<file path="src/verilog/secure_cmd_pkg.sv">
// Constants, field layouts and state codes for the secure verify command logic.
// Assumes a byte link that delivers the five-byte header CLA INS P1 P2 P3 first.
package secure_cmd_pkg;
   localparam logic [7:0] INS_SYS_READ      = 8'hB6;
   localparam logic [7:0] INS_VERIFY_CRYPTO = 8'hB8;
   localparam logic [7:0] INS_VERIFY_PW     = 8'hBA;
   localparam logic [7:0] SYSRD_FUSE        = 8'h01;
   localparam logic [7:0] SYSRD_CHECKSUM    = 8'h02;
   localparam logic [7:0] CHECKSUM_LEN      = 8'h02;
   localparam logic [7:0] SW_OK_HI          = 8'h90;
   localparam logic [7:0] SW_DENY_HI        = 8'h69;
   localparam logic [7:0] SW_LO             = 8'h00;
   localparam logic [3:0] FUSE_RESV         = 4'h0;
   localparam int         FUSE_FACTORY_BIT  = 0;
   localparam int         FUSE_ASSEMBLY_BIT = 1;
   localparam int         FUSE_PERSO_BIT    = 2;
   localparam int         FUSE_STATE_BIT    = 3;
   localparam logic [5:0] KEY_SEED_PAT      = 6'h00;
   localparam logic [5:0] KEY_SESSION_PAT   = 6'h04;
   localparam logic [2:0] PW_PAT_MASKED     = 3'h0;
   localparam int         PW_READ_BIT       = 4;
   localparam logic [2:0] SECURE_CODE_SET   = 3'h7;
   localparam logic [4:0] CRYPTO_DATA_LEN   = 5'h10;
   localparam logic [4:0] PW_DATA_LEN       = 5'h03;
   localparam logic [2:0] HDR_LAST          = 3'h4;
   localparam logic [3:0] KEY_TRIAL_LIMIT   = 4'h8;
   localparam logic [3:0] PW_TRIAL_FULL     = 4'h8;

   typedef enum logic [2:0] {
      S_HDR    = 3'b000,
      S_DECODE = 3'b001,
      S_ECHO   = 3'b010,
      S_RECV   = 3'b011,
      S_COUNT  = 3'b100,
      S_CHECK  = 3'b101,
      S_REPLY  = 3'b110,
      S_DONE   = 3'b111
   } cmd_state_e;
endpackage

</file>
<file path="src/verilog/byte_link_if.sv">
// Byte stream between the link shifter and the command interpreter.
// Assumes both ends run on mclk.
`timescale 1ns/10ps
interface byte_link_if;
   logic       frame_active;
   logic       rx_valid;
   logic [7:0] rx_byte;
   logic       tx_valid;
   logic [7:0] tx_byte;
   logic       tx_ready;
   modport shifter (output frame_active, output rx_valid, output rx_byte,
                    input tx_valid, input tx_byte, output tx_ready);
   modport cmd (input frame_active, input rx_valid, input rx_byte,
                output tx_valid, output tx_byte, input tx_ready);
endinterface

</file>
<file path="src/verilog/link_shifter.sv">
// Serial byte shifter on a host-made link clock, sampled by mclk.
// Assumes the link is half duplex and the host only drives data while the device does not.
`timescale 1ns/10ps
module link_shifter (
   input  wire logic   mclk,
   input  wire logic   sys_rst,
   input  wire logic   link_clk,
   input  wire logic   link_frame,
   input  wire logic   link_data_in,
   output logic        link_data_out,
   output logic        link_data_oe,
   byte_link_if.shifter lk
);
   logic [2:0] clk_sync;
   logic [1:0] frame_sync;
   logic [1:0] data_sync;
   logic       clk_rise;
   logic       clk_fall;
   logic [7:0] rx_shift;
   logic [2:0] rx_count;
   logic [7:0] tx_shift;
   logic [3:0] tx_left;

   ////////////////////////////////////////////////////////////////////////////////
   // The first stage of each synchroniser feeds only the second stage.
   always_ff @(posedge mclk) begin
      if (sys_rst) begin
         clk_sync   <= 3'h0;
         frame_sync <= 2'h0;
         data_sync  <= 2'h0;
      end else begin
         clk_sync   <= {clk_sync[1:0], link_clk};
         frame_sync <= {frame_sync[0], link_frame};
         data_sync  <= {data_sync[0], link_data_in};
      end
   end

   assign clk_rise        = clk_sync[1] & ~clk_sync[2];
   assign clk_fall        = ~clk_sync[1] & clk_sync[2];
   assign lk.frame_active = frame_sync[1];
   assign lk.tx_ready     = frame_sync[1] && (tx_left == 4'h0);

   ////////////////////////////////////////////////////////////////////////////////
   // Receive: bits are taken on rising link edges while the device is not talking.
   always_ff @(posedge mclk) begin
      if (sys_rst || !frame_sync[1]) begin
         rx_shift    <= 8'h00;
         rx_count    <= 3'h0;
         lk.rx_valid <= 1'b0;
         lk.rx_byte  <= 8'h00;
      end else begin
         lk.rx_valid <= 1'b0;
         if (clk_rise && tx_left == 4'h0) begin
            rx_shift <= {rx_shift[6:0], data_sync[1]};
            rx_count <= rx_count + 3'h1;
            if (rx_count == 3'h7) begin
               lk.rx_valid <= 1'b1;
               lk.rx_byte  <= {rx_shift[6:0], data_sync[1]};
            end
         end
      end
   end

   ////////////////////////////////////////////////////////////////////////////////
   // Transmit: MSB first, the first bit driven at load and each later bit changed on a falling edge so it is steady at the rise.
   always_ff @(posedge mclk) begin
      if (sys_rst || !frame_sync[1]) begin
         tx_shift      <= 8'h00;
         tx_left       <= 4'h0;
         link_data_out <= 1'b0;
         link_data_oe  <= 1'b0;
      end else if (lk.tx_valid && tx_left == 4'h0) begin
         // A byte loaded while the link clock is high keeps its first bit over the next fall.
         tx_shift      <= lk.tx_byte;
         tx_left       <= clk_sync[1] ? 4'h9 : 4'h8;
         link_data_out <= lk.tx_byte[7];
         link_data_oe  <= 1'b1;
      end else if (clk_fall && tx_left == 4'h9) begin
         tx_left       <= 4'h8;
      end else if (clk_fall && tx_left != 4'h0) begin
         tx_shift      <= {tx_shift[6:0], 1'b0};
         tx_left       <= tx_left - 4'h1;
         link_data_out <= tx_shift[6];
         link_data_oe  <= (tx_left != 4'h1);
      end
   end
endmodule

</file>
<file path="src/verilog/secure_verify_commands.sv">
// Command interpreter for fuse read, checksum read, challenge verify and password verify.
// Assumes an external cipher, nonvolatile attempt counters and password storage.
`timescale 1ns/10ps
module secure_verify_commands
   import secure_cmd_pkg::*;
#(
   parameter logic [3:0] KEY_LIMIT = KEY_TRIAL_LIMIT,
   parameter logic [3:0] PW_FULL   = PW_TRIAL_FULL
) (
   input  wire logic        mclk,
   input  wire logic        sys_rst,
   input  wire logic        link_clk,
   input  wire logic        link_frame,
   input  wire logic        link_data_in,
   output logic             link_data_out,
   output logic             link_data_oe,
   input  wire logic [3:0]  fuse_state,
   input  wire logic [15:0] checksum,
   input  wire logic [15:0] key_attempts,
   input  wire logic [63:0] pw_attempts,
   output logic             counter_wr,
   output logic             counter_is_pw,
   output logic [3:0]       counter_idx,
   output logic [3:0]       counter_value,
   output logic [3:0]       pw_sel,
   input  wire logic [23:0] pw_ref,
   output logic             crypto_req,
   output logic [2:0]       crypto_key_sel,
   output logic [63:0]      crypto_random,
   output logic [63:0]      host_challenge_bytes,
   input  wire logic        crypto_done,
   input  wire logic        crypto_match,
   output logic             crypto_commit,
   output logic [3:0]       auth_priv,
   output logic [7:0]       read_priv,
   output logic [7:0]       write_priv,
   output logic             config_write_allowed,
   output logic [7:0]       security_fuse_status
);
   byte_link_if lk ();

   link_shifter u_link (
      .mclk          (mclk),
      .sys_rst       (sys_rst),
      .link_clk      (link_clk),
      .link_frame    (link_frame),
      .link_data_in  (link_data_in),
      .link_data_out (link_data_out),
      .link_data_oe  (link_data_oe),
      .lk            (lk)
   );

   cmd_state_e  state;
   logic [7:0]  hdr [0:4];
   logic [2:0]  hdr_cnt;
   logic [4:0]  data_cnt;
   logic [4:0]  data_len;
   logic [127:0] data_buf;
   logic [7:0]  reply_buf [0:3];
   logic [2:0]  reply_len;
   logic [2:0]  reply_pos;
   logic        is_crypto;
   logic        verdict_ok;
   logic        verdict_now;
   logic [3:0]  key_count;
   logic [3:0]  pw_count;
   logic        key_idx_ok;
   logic        pw_idx_ok;
   logic [23:0] password_byte_low_first;

   ////////////////////////////////////////////////////////////////////////////////
   // Decode of the parameter byte and lookup of the stored counters.
   assign key_idx_ok = (hdr[2][7:2] == KEY_SEED_PAT) || (hdr[2][7:2] == KEY_SESSION_PAT);
   assign pw_idx_ok  = (hdr[2][7:5] == 3'h0) && (hdr[2][3] == 1'b0);
   assign key_count  = key_attempts[{hdr[2][1:0], 2'b00} +: 4];
   assign pw_count   = pw_attempts[{pw_sel, 2'b00} +: 4];
   // PW1 arrives first and is the low byte of the 24-bit password.
   assign password_byte_low_first = {data_buf[7:0], data_buf[15:8], data_buf[23:16]};
   assign lk.tx_valid = (state == S_ECHO) || (state == S_REPLY);
   assign lk.tx_byte  = (state == S_ECHO) ? hdr[1] : reply_buf[reply_pos[1:0]];

   assign security_fuse_status = {FUSE_RESV,
                                  fuse_state[FUSE_STATE_BIT], fuse_state[FUSE_PERSO_BIT],
                                  fuse_state[FUSE_ASSEMBLY_BIT], fuse_state[FUSE_FACTORY_BIT]};

   // Verdict of the compare; the password compare runs after its counter write.
   always_comb begin
      verdict_now = 1'b0;
      verdict_ok  = 1'b0;
      if (state == S_CHECK) begin
         if (is_crypto) begin
            verdict_now = crypto_done;
            verdict_ok  = crypto_match;
         end else begin
            verdict_now = 1'b1;
            verdict_ok  = (password_byte_low_first == pw_ref);
         end
      end
   end

   ////////////////////////////////////////////////////////////////////////////////
   // Command sequencing; a dropped frame always returns to header collection.
   always_ff @(posedge mclk) begin
      if (sys_rst || !lk.frame_active) begin
         state     <= S_HDR;
         hdr_cnt   <= 3'h0;
         data_cnt  <= 5'h00;
         data_len  <= 5'h00;
         data_buf  <= 128'h0;
         reply_len <= 3'h0;
         reply_pos <= 3'h0;
         is_crypto <= 1'b0;
         pw_sel    <= 4'h0;
         for (int i = 0; i < 5; i++) hdr[i] <= 8'h00;
         for (int i = 0; i < 4; i++) reply_buf[i] <= 8'h00;
      end else begin
         case (state)
            S_HDR: begin
               if (lk.rx_valid) begin
                  hdr[hdr_cnt] <= lk.rx_byte;
                  hdr_cnt      <= hdr_cnt + 3'h1;
                  if (hdr_cnt == HDR_LAST) state <= S_DECODE;
               end
            end
            S_DECODE: begin
               reply_pos    <= 3'h0;
               reply_len    <= 3'h2;
               reply_buf[0] <= SW_DENY_HI;
               reply_buf[1] <= SW_LO;
               state        <= S_REPLY;
               pw_sel       <= {hdr[2][PW_READ_BIT], hdr[2][2:0]};
               if (hdr[1] == INS_SYS_READ && hdr[2] == SYSRD_FUSE) begin
                  reply_buf[0] <= security_fuse_status;
                  reply_buf[1] <= SW_OK_HI;
                  reply_buf[2] <= SW_LO;
                  reply_len    <= 3'h3;
                  state        <= S_ECHO;
               end else if (hdr[1] == INS_SYS_READ && hdr[2] == SYSRD_CHECKSUM) begin
                  // Always two checksum bytes, whatever length the host asked for.
                  reply_buf[0] <= checksum[15:8];
                  reply_buf[1] <= checksum[7:0];
                  reply_buf[2] <= SW_OK_HI;
                  reply_buf[3] <= SW_LO;
                  reply_len    <= 3'h4;
                  state        <= S_ECHO;
               end else if (hdr[1] == INS_VERIFY_CRYPTO && key_idx_ok &&
                            key_count < KEY_LIMIT) begin
                  is_crypto <= 1'b1;
                  data_len  <= CRYPTO_DATA_LEN;
                  state     <= S_ECHO;
               end else if (hdr[1] == INS_VERIFY_PW && pw_idx_ok &&
                            pw_attempts[{hdr[2][PW_READ_BIT], hdr[2][2:0], 2'b00} +: 4]
                            != 4'h0) begin
                  is_crypto <= 1'b0;
                  data_len  <= PW_DATA_LEN;
                  state     <= S_ECHO;
               end
            end
            S_ECHO: begin
               if (lk.tx_ready) state <= (data_len == 5'h00) ? S_REPLY : S_RECV;
            end
            S_RECV: begin
               if (lk.rx_valid) begin
                  data_buf <= {data_buf[119:0], lk.rx_byte};
                  data_cnt <= data_cnt + 5'h01;
                  if (data_cnt == data_len - 5'h01) state <= S_COUNT;
               end
            end
            S_COUNT: state <= S_CHECK;
            S_CHECK: begin
               if (verdict_now) begin
                  reply_buf[0] <= verdict_ok ? SW_OK_HI : SW_DENY_HI;
                  reply_buf[1] <= SW_LO;
                  reply_len    <= 3'h2;
                  reply_pos    <= 3'h0;
                  state        <= S_REPLY;
               end
            end
            S_REPLY: begin
               if (lk.tx_ready) begin
                  reply_pos <= reply_pos + 3'h1;
                  if (reply_pos == reply_len - 3'h1) state <= S_DONE;
               end
            end
            S_DONE: state <= S_DONE;
            default: state <= S_HDR;
         endcase
      end
   end

   ////////////////////////////////////////////////////////////////////////////////
   // Counter updates go out before any compare so a lost supply still counts the try.
   always_ff @(posedge mclk) begin
      if (sys_rst) begin
         counter_wr    <= 1'b0;
         counter_is_pw <= 1'b0;
         counter_idx   <= 4'h0;
         counter_value <= 4'h0;
      end else begin
         counter_wr <= 1'b0;
         if (state == S_COUNT) begin
            counter_wr    <= 1'b1;
            counter_is_pw <= !is_crypto;
            counter_idx   <= is_crypto ? {2'b00, hdr[2][1:0]} : pw_sel;
            counter_value <= is_crypto ? key_count + 4'h1 : pw_count - 4'h1;
         end else if (verdict_now && verdict_ok) begin
            counter_wr    <= 1'b1;
            counter_value <= is_crypto ? 4'h0 : PW_FULL;
         end
      end
   end

   ////////////////////////////////////////////////////////////////////////////////
   // Cipher request and commit of the new cryptogram and session key.
   always_ff @(posedge mclk) begin
      if (sys_rst) begin
         crypto_req           <= 1'b0;
         crypto_commit        <= 1'b0;
         crypto_key_sel       <= 3'h0;
         crypto_random        <= 64'h0;
         host_challenge_bytes <= 64'h0;
      end else begin
         crypto_req    <= (state == S_COUNT) && is_crypto;
         crypto_commit <= verdict_now && verdict_ok && is_crypto;
         if (state == S_COUNT) begin
            crypto_key_sel       <= {hdr[2][4], hdr[2][1:0]};
            crypto_random        <= data_buf[127:64];
            host_challenge_bytes <= data_buf[63:0];
         end
      end
   end

   ////////////////////////////////////////////////////////////////////////////////
   // Volatile privileges; they are lost at reset so a fresh session must verify again.
   always_ff @(posedge mclk) begin
      if (sys_rst) begin
         auth_priv  <= 4'h0;
         read_priv  <= 8'h00;
         write_priv <= 8'h00;
      end else if (verdict_now && verdict_ok) begin
         if (is_crypto) auth_priv[hdr[2][1:0]] <= 1'b1;
         else if (pw_sel[3]) read_priv[pw_sel[2:0]] <= 1'b1;
         else write_priv[pw_sel[2:0]] <= 1'b1;
      end
   end

   assign config_write_allowed = write_priv[SECURE_CODE_SET];
endmodule

</file>
<file path="config.mk">
export PLATFORM = sky130hd
export DESIGN_NAME = secure_verify_commands
export DESIGN_NICKNAME = d
export VERILOG_FILES = /design/src/verilog/secure_cmd_pkg.sv /design/src/verilog/byte_link_if.sv /design/src/verilog/link_shifter.sv /design/src/verilog/secure_verify_commands.sv
export SDC_FILE = /design/constraint.sdc
export NUM_CORES = 1
export LEC_CHECK = 0
export BUFFER_PORTS_ARGS = -buffer_cell sky130_fd_sc_hd__buf_2
export CAP_MARGIN = 10
export CORE_MARGIN = 2
export CORE_UTILIZATION = 40
export DETAILED_ROUTE_END_ITERATION = 8
export HOLD_SLACK_MARGIN = 0.1
export PLACE_DENSITY = 0.58
export SETUP_SLACK_MARGIN = 0.05
export SLEW_MARGIN = 20
export SYNTH_ARGS = -nofsm -noshare
export SYNTH_HDL_FRONTEND = slang
export SYNTH_SLANG_ARGS = --single-unit
export TNS_END_PERCENT = 1
</file>
<file path="constraint.sdc">
create_clock -name mclk -period 3.2 [get_ports mclk]
set_clock_uncertainty 0.15 [all_clocks]
set_input_delay 0.16 -clock mclk [delete_from_list [all_inputs] [get_ports mclk]]
set_output_delay 0.16 -clock mclk [all_outputs]
set_load 0.005 [all_outputs]
</file>
## After elaboration in Yosys (flattened, before gate mapping)

Memories as Yosys holds them, arrays and structs flattened. A register that Yosys moved wholly into a read port is not among the register bits.
Index checks and enable logic that the tools add are counted.

- Logic and storage cells: 246
- RAM bits: 72
- Memories: 2
- Register bits after elaboration: 357

- $lt $le $gt $ge: 5
- Add/subtract/negate cells: 9
- Shift operators: 3
- Equal/unequal tests: 29
- Reduce and logical (&&, ||, !) cells: 48
- Multiplexer cells: 94
- Bitwise gates (word level): 24

Memories:

| name | depth | width | rd ports | clocked after Yosys merged registers in | wr ports | RTL line | RTL |
|---|---|---|---|---|---|---|---|
| hdr | 5 | 8 | 2 | 0 | 5 | secure_verify_commands.sv:54 | `logic [7:0] hdr [0:4];` |
| reply_buf | 4 | 8 | 1 | 1 | 4 | secure_verify_commands.sv:59 | `logic [7:0] reply_buf [0:3];` |

Operator list:

| operator | count |
|---|---|
| 64-bit by 7-bit indexed part select with 4-bit output | 2 |
| 8-bit 2-to-1 mux | 14 |
| 3-bit 2-to-1 mux | 19 |
| 1-bit 2-to-1 mux | 41 |
| 4-bit 2-to-1 mux | 8 |
| 24-bit == test | 1 |
| 8-bit == test (second input constant) | 3 |
| 3-bit case mux with 8 select lines | 1 |
| 7-bit 2-to-1 mux | 3 |
| 3-bit == test (second input constant) | 6 |
| 1-bit logical AND | 17 |
| 8-bit OR | 2 |
| 16-bit by 5-bit indexed part select with 4-bit output | 1 |
| 2-bit AND reduction | 6 |
| 1-bit OR | 11 |
| 5-bit 2-to-1 mux | 2 |
| 2-bit != test (second input constant) | 5 |
| 3-bit by 1-bit adder with 3-bit output (second input constant) | 3 |
| 3-bit case mux with 3 select lines | 1 |
| 3-bit AND reduction | 3 |
| 8-bit by 1-bit == test with 1-bit output (second input constant) | 1 |
| 8-bit by 2-bit == test with 1-bit output (second input constant) | 1 |
| 2-bit by 1-bit != test with 1-bit output (second input constant) | 4 |
| 1-bit NOT | 8 |
| 36 further kinds | 49 |

## Longest topological paths before layout

Gate-level depths: netlist of the first run.
An unclocked memory read counts as a cell.

- Depth in word-level cells: 10
- Depth in mapped cells: 11
- Mapped depth without buffers: 9

## Modules after synthesis

Synthesis of the first run repeated with hierarchy kept, for this count alone.

- Cell total of the unflattened synthesis: 1880
- Area, all modules: 15864.0 µm²

By module, submodules not included:

| module | cells each | seq. area each (µm²) | instances | area each (µm²) |
|---|---|---|---|---|
| secure_verify_commands | 1722 | 7206.9 | 1 | 14253.7 |
| link_shifter | 158 | 780.7 | 1 | 1610.3 |

## Worst setup path before layout of the first run

Ideal clock, no wire load.

- Kind: register to register
- From: reg state[2]
- To: mem hdr[1][0] (enable)
- Stages on the path, launching flop included: 6
- Path slack: 781 ps
- Arrival: 1935 ps
- Path through: dfxtp_1 buf_2 nor4b_1 nand2_1 nor3_1 nand2b_1

RTL lines:

| what | RTL line | RTL |
|---|---|---|
| from (decl) | secure_verify_commands.sv:53 | `cmd_state_e state;` |
| from (signal assigned) | secure_verify_commands.sv:160 | `if (lk.tx_ready) state <= (data_len == 5'h00) ? S_REPLY : S_RECV;` |
| to (decl) | secure_verify_commands.sv:54 |  |

==> results of run 1 <==
==> timing repair <==
item                                    CTS  global route
setup buffers                             0             5
endpoints found under the hold margin    51             0
gates resized for setup                   0             2
hold buffers                             30             0
endpoints found under the setup margin    0             2
==> layer usage <==
layer,wire (µm),part of all wire,vias up,track usage
met5,64,0.0013,-,0
met4,1300,0.026,10,0.0772
met3,3220,0.065,81,0.0476
met2,23400,0.47,436,0.402
met1,21500,0.43,6501,0.309
li1,-,-,6836,-
==> cells by family (layout without fill, tap and decap cells) <==
family,Yosys count,after routing,share of synthesized area
buffers and inverters,163,468,0.0451
other,1,5,0.000241
and+or+nand+nor,803,803,0.219
AOI/OAI and AO/OA,417,417,0.150
muxes,45,45,0.0393
xor gates and xnor gates,42,42,0.0237
adders and majority gates,12,12,0.00966
DFF,388,388,0.514
==> where the power goes <==
part	total [µW]	switching, µW	internal [µW]	leakage, µW
clock network	4780	1960	2820	0.000677
logic	313	180	133	0.00339
registers	4890	10.9	4880	0.00321
total	9990	2150	7840	0.00727
==> stage by stage <==
stage	utilization	cells
detailed placement	0.454	2586
finish	0.498	2698
CTS	0.497	2692
floorplan	-	1874
global route	0.498	2698
global placement	0.454	2586
==> Yosys cell counts, types with 19 or more instances <==
cell type                  instances
sky130_fd_sc_hd__a21oi_1         317
sky130_fd_sc_hd__and2_1           19
sky130_fd_sc_hd__clkbuf_1        102
sky130_fd_sc_hd__dfxtp_1         366
sky130_fd_sc_hd__edfxtp_1         22
sky130_fd_sc_hd__inv_1            21
sky130_fd_sc_hd__mux2i_1          25
sky130_fd_sc_hd__nand2_1         577
sky130_fd_sc_hd__nor2_1           92
sky130_fd_sc_hd__nor4_1           19
sky130_fd_sc_hd__o21ai_0          19
sky130_fd_sc_hd__xor2_1           37
==> critical path, delay by kind of cell, from the launching register on <==
kind	cells	cell delay [ns]
and+or+nand+nor	4	1.49
buffers and inverters	1	0.58
DFF	1	0.54
AOI/OAI and AO/OA	1	0.10
==> cell type report <==
cell class / count / area [µm²] / area share
Timing Repair Buffer: 368 / 2170 / 0.113
Sequential cell: 388 / 7990 / 0.417
Clock buffer: 63 / 1270 / 0.0663
Antenna cell: 1 / 2.50 / 0.000131
Clock inverter: 13 / 92.6 / 0.00483
Inverter: 24 / 90.1 / 0.00470
Multi-Input combinational cell: 1323 / 6910 / 0.360
Tap cell: 518 / 648 / 0.0338
==> registers in the layout, indices dropped and copies added (netlist names), 5 cells and up, named ones only <==
name	cells
crypto_random	64
data_buf	128
data_cnt	5
hdr	16
host_challenge_bytes	64
read_priv	8
reply_buf	17
u_link.lk.rx_byte	8
u_link.rx_shift	7
u_link.tx_shift	7
write_priv	8
==> cells in the final DEF (no fill, tap or decap), drive strengths merged, types with 7 or more instances in the layout <==
cell type	instances
nor4	20
a31oi	15
o21ai	19
xor2	37
and2	19
mux4	12
and3	8
dfxtp	366
nand3	13
a221oi	7
mux2	8
nand2	577
a22o	7
mux2i	25
nand2b	8
edfxtp	22
a21oi	317
nor3	15
nor2	93
ha	12
dlygate4sd3	30
clkinv	11
buf	338
nand3b	7
clkbuf	63
nor2b	17
inv	24
==> worst paths after layout <==
check / from / to / slack (ns) / cells past startpoint
worst max-delay path: state[1] / reply_buf[0][1] / 0.28 / 6
worst min-delay path: key_attempts[12] / counter_value[0] / 0.12 / 4
worst max register to register: state[1] / reply_buf[0][1] / 0.28 / 6
worst min register to register: u_link.data_sync[0] / u_link.data_sync[1] / 0.29 / 1
==> summary.txt, run 1 <==
Run status
  • Outcome: completed

Worst setup path
  • CP peak stage delay: 0.63 ns
  • Cells traversed along the worst timing path: or3_1 -> or4_4 -> nor2_4 -> a222oi_1 -> dlygate4sd3_1 -> nor2_1
  • Required time of the worst setup path: 3.54 ns
  • CP Class: reg2reg
  • CP Data Arrival Time: 3.26 ns
  • Kind of launch point of the worst setup path: register
  • Crit path max-delay cell type: sky130_fd_sc_hd__or4_4
  • Endpoint type of the worst setup path: register
  • Top fanout value on the critical path: 20

Place
  • RePlAce Congestion: 0.883
  • Pre-CTS worst setup slack: 0.438 ns
  • Cell area after placement: 17,500 µm²
  • Sum of net half-perimeters after detailed placement: 34,300 µm
  • Port Buf Inserts: 304

Drt
  • DRC violations left: 0
  • Via count of the routed design: 13,900
  • Routed wirelength normalized by instance count: 18.4 µm
  • Antenna viol nets, final: 0
  • Post-detailed-route via-to-cell ratio: 5.14
  • Post-Route WL: 49,500 µm
  • Initial detailed-routing violation count: 751
  • Drt pass-1 iters: 7

Clock tree
  • Num CTS Buffers: 43
  • Clock slew at the register clock pins of the worst setup and hold paths: 0.06 ns
  • H-Tree Level Count: 2
  • Clk Tree Root Cell: sky130_fd_sc_hd__clkbuf_16
  • Later-pin clock latency in the skew report: 0.55 ns
  • CTS Sinks: 388
  • Worst-case clock buffer depth: 3
  • Clock tree from TritonCTS: yes

Global route
  • First-pass GRT wire length: 76,500 µm
  • Vias in the first global route: 13,400
  • Total global routing track utilization: 0.239
  • Antenna violations before repair: 6
  • Largest net degree at the start of global routing: 161
  • Overflow after GRT: 0

Timing
  • Post-route worst hold slack: 0.125 ns
  • Relative slew margins: 0.348
  • Achievable clock frequency: 0.342 GHz
  • Final WS setup: 0.280 ns
  • Setup Viol. Count Final: 0
  • Final max-slew violation count: 0
  • Final critical delay including setup and external delays: 2.92 ns
  • Final period utilization: 0.913
  • Transition at the pin with the smallest max-transition slack: 0.978 ns
  • Hold violation total from the final report: 0
  • Setup TNS: 0 ns
  • RSZ-0062 raised after global routing: no

Finish
  • Layout cell share with drive strength beyond 1: 0.203
  • Layout area overhead: 23.3%
  • Number of fill cells in the layout: 3,773
  • Number of nets in the layout: 2,291
  • Final standard cell area without fillers: 19,200 µm²

Pwr
  • Highest ir drop seen on vdd: 0.000405 V
  • Leakage power summed over all cells: 0.00727 µW
  • Design Power: 9990 µW
  • Power Dens Cells: 521 nW/µm²

Die
  • Die Ht: 201 µm
  • Die Wd: 201 µm
  • Floorplan row count: 72
  • Die ar.: 40,500 µm²
  • Total core area: 38,500 µm²
  • Effective utilization at floorplan: 0.404
  • I/O pins: 309

Flow run
  • Max-cap viol count: 0

Synth
  • Cell taking the most area after synthesis: sky130_fd_sc_hd__dfxtp_1
  • Portion of the post-synthesis area used by sequential elements: 0.514
  • Count of distinct cell types in the synthesized netlist: 67
  • Number of enable-type register cells in the synthesized netlist: 22
  • Post-synth ARST share: 0
  • Per-instance average area after synthesis: 8.31 µm²
  • Synthesized cell area: 15,500 µm²
  • Top flip-flop cell by instance count after synthesis: sky130_fd_sc_hd__dfxtp_1
  • Post-synth top area share: 0.471
  • Number of synthesized register bits: 388
  • Yosys synthesis warning count: 0
  • Gate count of the mapped netlist: 1,871
  • Top cells by area, synth: sky130_fd_sc_hd__dfxtp_1 (47%), sky130_fd_sc_hd__nand2_1 (14%), sky130_fd_sc_hd__a21oi_1 (10%)

Hold path
  • Min-Delay Path Class: in2reg
Note: power is estimated with default switching activity, not from simulation.
==> run 2: changes to the inputs <==
--- a/config.mk
+++ b/config.mk
@@ -9,8 +9,10 @@
 export CAP_MARGIN = 10
 export CORE_MARGIN = 2
 export CORE_UTILIZATION = 40
+export CTS_CLUSTER_DIAMETER = 60
 export DETAILED_ROUTE_END_ITERATION = 8
 export HOLD_SLACK_MARGIN = 0.1
+export MAX_ROUTING_LAYER = met4
 export PLACE_DENSITY = 0.58
 export SETUP_SLACK_MARGIN = 0.05
 export SLEW_MARGIN = 20
==> run 2 against run 1 <==
Register-to-register slack improved by 0.18 ns; critical path type unchanged; combinational power rose by 1%; sequential share of layout area is essentially flat; highest routed layer is now met4; critical path depth is 2 higher; clock power is essentially flat.
==> summary.txt, run 2 (same netlist as run 1, synthesis figures left out) <==
Worst setup path
  • CP Class: reg2reg
  • CP Data Arrival Time: 3.03 ns (-0.23 ns)
  • Setup crit start: pw_sel[1]
  • Kind of launch point of the worst setup path: register
  • Origin of the critical flop-to-flop path: pw_sel[1]
  • Top fanout value on the critical path: 16 (-20%)
  • Endpoint type of the worst setup path: register
  • Required time of the worst setup path: 3.49 ns (-0.05 ns)

Place
  • Sum of net half-perimeters after detailed placement: 34,900 µm (+1.8%)
  • Pre-CTS worst setup slack: 0.506 ns (+0.0674 ns)
  • Cell area after placement: 17,500 µm² (about the same)
  • Number of instances in the placed design: 2,587 (+0.039%)
  • RePlAce Congestion: 0.939 (+6.4%)
  • Port Buf Inserts: 304 (unchanged)

Finish
  • Number of fill cells in the layout: 3,823 (+1.3%)
  • Layout cell share with drive strength beyond 1: 0.204 (+0.00111)
  • Final standard cell area without fillers: 19,200 µm² (about the same)
  • Layout area overhead: 23.3% (about the same)
  • Number of nets in the layout: 2,287 (-0.17%)
  • Biggest regs: data_buf x128, crypto_random x64, host_challenge_bytes x64
  • Max reg flops: 128 (unchanged)
  • Non-filler instance count after layout: 2,703 (+0.19%)
  • Register with the most flip-flops: data_buf
  • Commonest non-fill, non-tap cells in the layout: sky130_fd_sc_hd__nand2_1 (576), sky130_fd_sc_hd__dfxtp_1 (366), sky130_fd_sc_hd__a21oi_1 (317), sky130_fd_sc_hd__buf_2 (303), sky130_fd_sc_hd__nor2_1 (92)
  • Most frequent standard cell in the layout excluding fill and tap cells: sky130_fd_sc_hd__nand2_1

Drt
  • Antenna viol nets, final: 0 (unchanged)
  • Post-Route WL: 50,000 µm (+0.90%)
  • Post-detailed-route via-to-cell ratio: 5.19 (+0.95%)
  • DRC violations left: 0 (unchanged)
  • Drt pass-1 iters: 6 (-1)
  • Initial detailed-routing violation count: 998 (+33%)
  • Routed wirelength normalized by instance count: 18.5 µm (+0.72%)
  • Via count of the routed design: 14,000 (+1.1%)

Timing
  • Transition at the pin with the smallest max-transition slack: 0.982 ns (+0.00386 ns)
  • Final max-slew violation count: 0 (unchanged)
  • Setup TNS: 0 ns (unchanged)
  • Setup Viol. Count Final: 0 (unchanged)
  • Achievable clock frequency: 0.365 GHz (+6.6%)
  • Post-route worst hold slack: 0.170 ns (+0.0449 ns)
  • Final period utilization: 0.856 (-0.0562)
  • RSZ-0062 raised after global routing: no
  • Final WS setup: 0.460 ns (+0.180 ns)
  • Hold violation total from the final report: 0 (unchanged)
  • Relative slew margins: 0.345 (-0.00257)
  • Final critical delay including setup and external delays: 2.74 ns (-0.180 ns)

Clock tree
  • CTS Sinks: 388 (unchanged)
  • Later-pin clock latency in the skew report: 0.56 ns (about the same)
  • Worst-case clock buffer depth: 3 (unchanged)
  • H-Tree Level Count: 2 (unchanged)
  • Clock tree from TritonCTS: yes
  • Clk Tree Root Cell: sky130_fd_sc_hd__clkbuf_16
  • Num CTS Buffers: 43 (unchanged)
  • Clock slew at the register clock pins of the worst setup and hold paths: 0.06 ns (about the same)
  • Number of buffers inserted by post-CTS setup repair: 0 (unchanged)

Die
  • Die ar.: 40,500 µm² (unchanged)
  • Die Wd: 201 µm (unchanged)
  • Effective utilization at floorplan: 0.404 (unchanged)
  • Floorplan row count: 72 (unchanged)
  • Die Ht: 201 µm (unchanged)
  • I/O pins: 309 (unchanged)
  • Total core area: 38,500 µm² (unchanged)

Pwr
  • Power Dens Cells: 522 nW/µm² (+0.27%)
  • Highest ir drop seen on vdd: 0.000346 V (-15%)
  • Leakage power summed over all cells: 0.00728 µW (about the same)

Flow run
  • Max-cap viol count: 0 (unchanged)

Global route
  • Overflow after GRT: 0 (unchanged)
  • Total global routing track utilization: 0.250 (+0.0112)
  • Antenna violations before repair: 8 (+2)
  • Largest net degree at the start of global routing: 161 (unchanged)
  • Vias in the first global route: 13,800 (+2.9%)
  • First-pass GRT wire length: 78,100 µm (+2.1%)

Hold path
  • Source of the worst hold timing path: key_attempts[12]
  • Min-Delay Path Class: in2reg

Run status
  • Outcome: completed
[run 2: worst paths after layout]
kind	to	slack, ns	depth (start not counted)
worst max-delay path	counter_value[3]	0.46	8
worst min-delay path	counter_value[0]	0.17	4
worst max register to register	counter_value[3]	0.46	8
worst min register to register	u_link.clk_sync[1]	0.28	1
[run 2: area by class of cell]
type,count,area (µm²),area share
Antenna cell,8,20.0,0.00104
Multi-Input combinational cell,1323,6900,0.360
Clock inverter,18,97.6,0.00509
Sequential cell,388,7990,0.416
Clock buffer,60,1290,0.0674
Timing Repair Buffer,364,2140,0.112
Inverter,24,90.1,0.00470
Tap cell,518,648,0.0338
[run 2: per-layer routing]
| metal | GRT usage | up-vias | part of all wire |
|---|---|---|---|
| met4 | 0.0937 | 0 | 0.034 |
| met2 | 0.405 | 451 | 0.47 |
| li1 | - | 6850 | - |
| met3 | 0.0505 | 93 | 0.062 |
| met5 | - | - | 0 |
| met1 | 0.309 | 6628 | 0.43 |
[run 2: where the power goes]
group          internal [µW]  total, µW  switching, µW
Clock                   2820       4810           1990
Combinational            134        317            183
Sequential              4880       4890           10.7
Total                   7840      10000           2180
[run 2: per-stage QoR]
stage	util	total power, µW
floorplan	-	5120
CTS	0.498	10100
finish	0.499	10000
global route	0.499	10400
detailed placement	0.454	5290
global placement	0.454	5290
[run 2: repair_timing]
item	in CTS	in global routing
endpoints found under the hold margin	50	0
hold buffers	30	0
gates resized for setup	0	0
[run 2: worst max-delay path, cell delays in order (launching register included)]
cell and delay, ns:
sky130_fd_sc_hd__dfxtp_1 0.79, sky130_fd_sc_hd__buf_4 0.35, sky130_fd_sc_hd__nor2b_1 0.32, sky130_fd_sc_hd__a221oi_1 0.15, sky130_fd_sc_hd__o221ai_1 0.22, sky130_fd_sc_hd__o31ai_1 0.13, sky130_fd_sc_hd__nand4_1 0.13, sky130_fd_sc_hd__nand4_1 0.10
sky130_fd_sc_hd__a32o_1 0.27
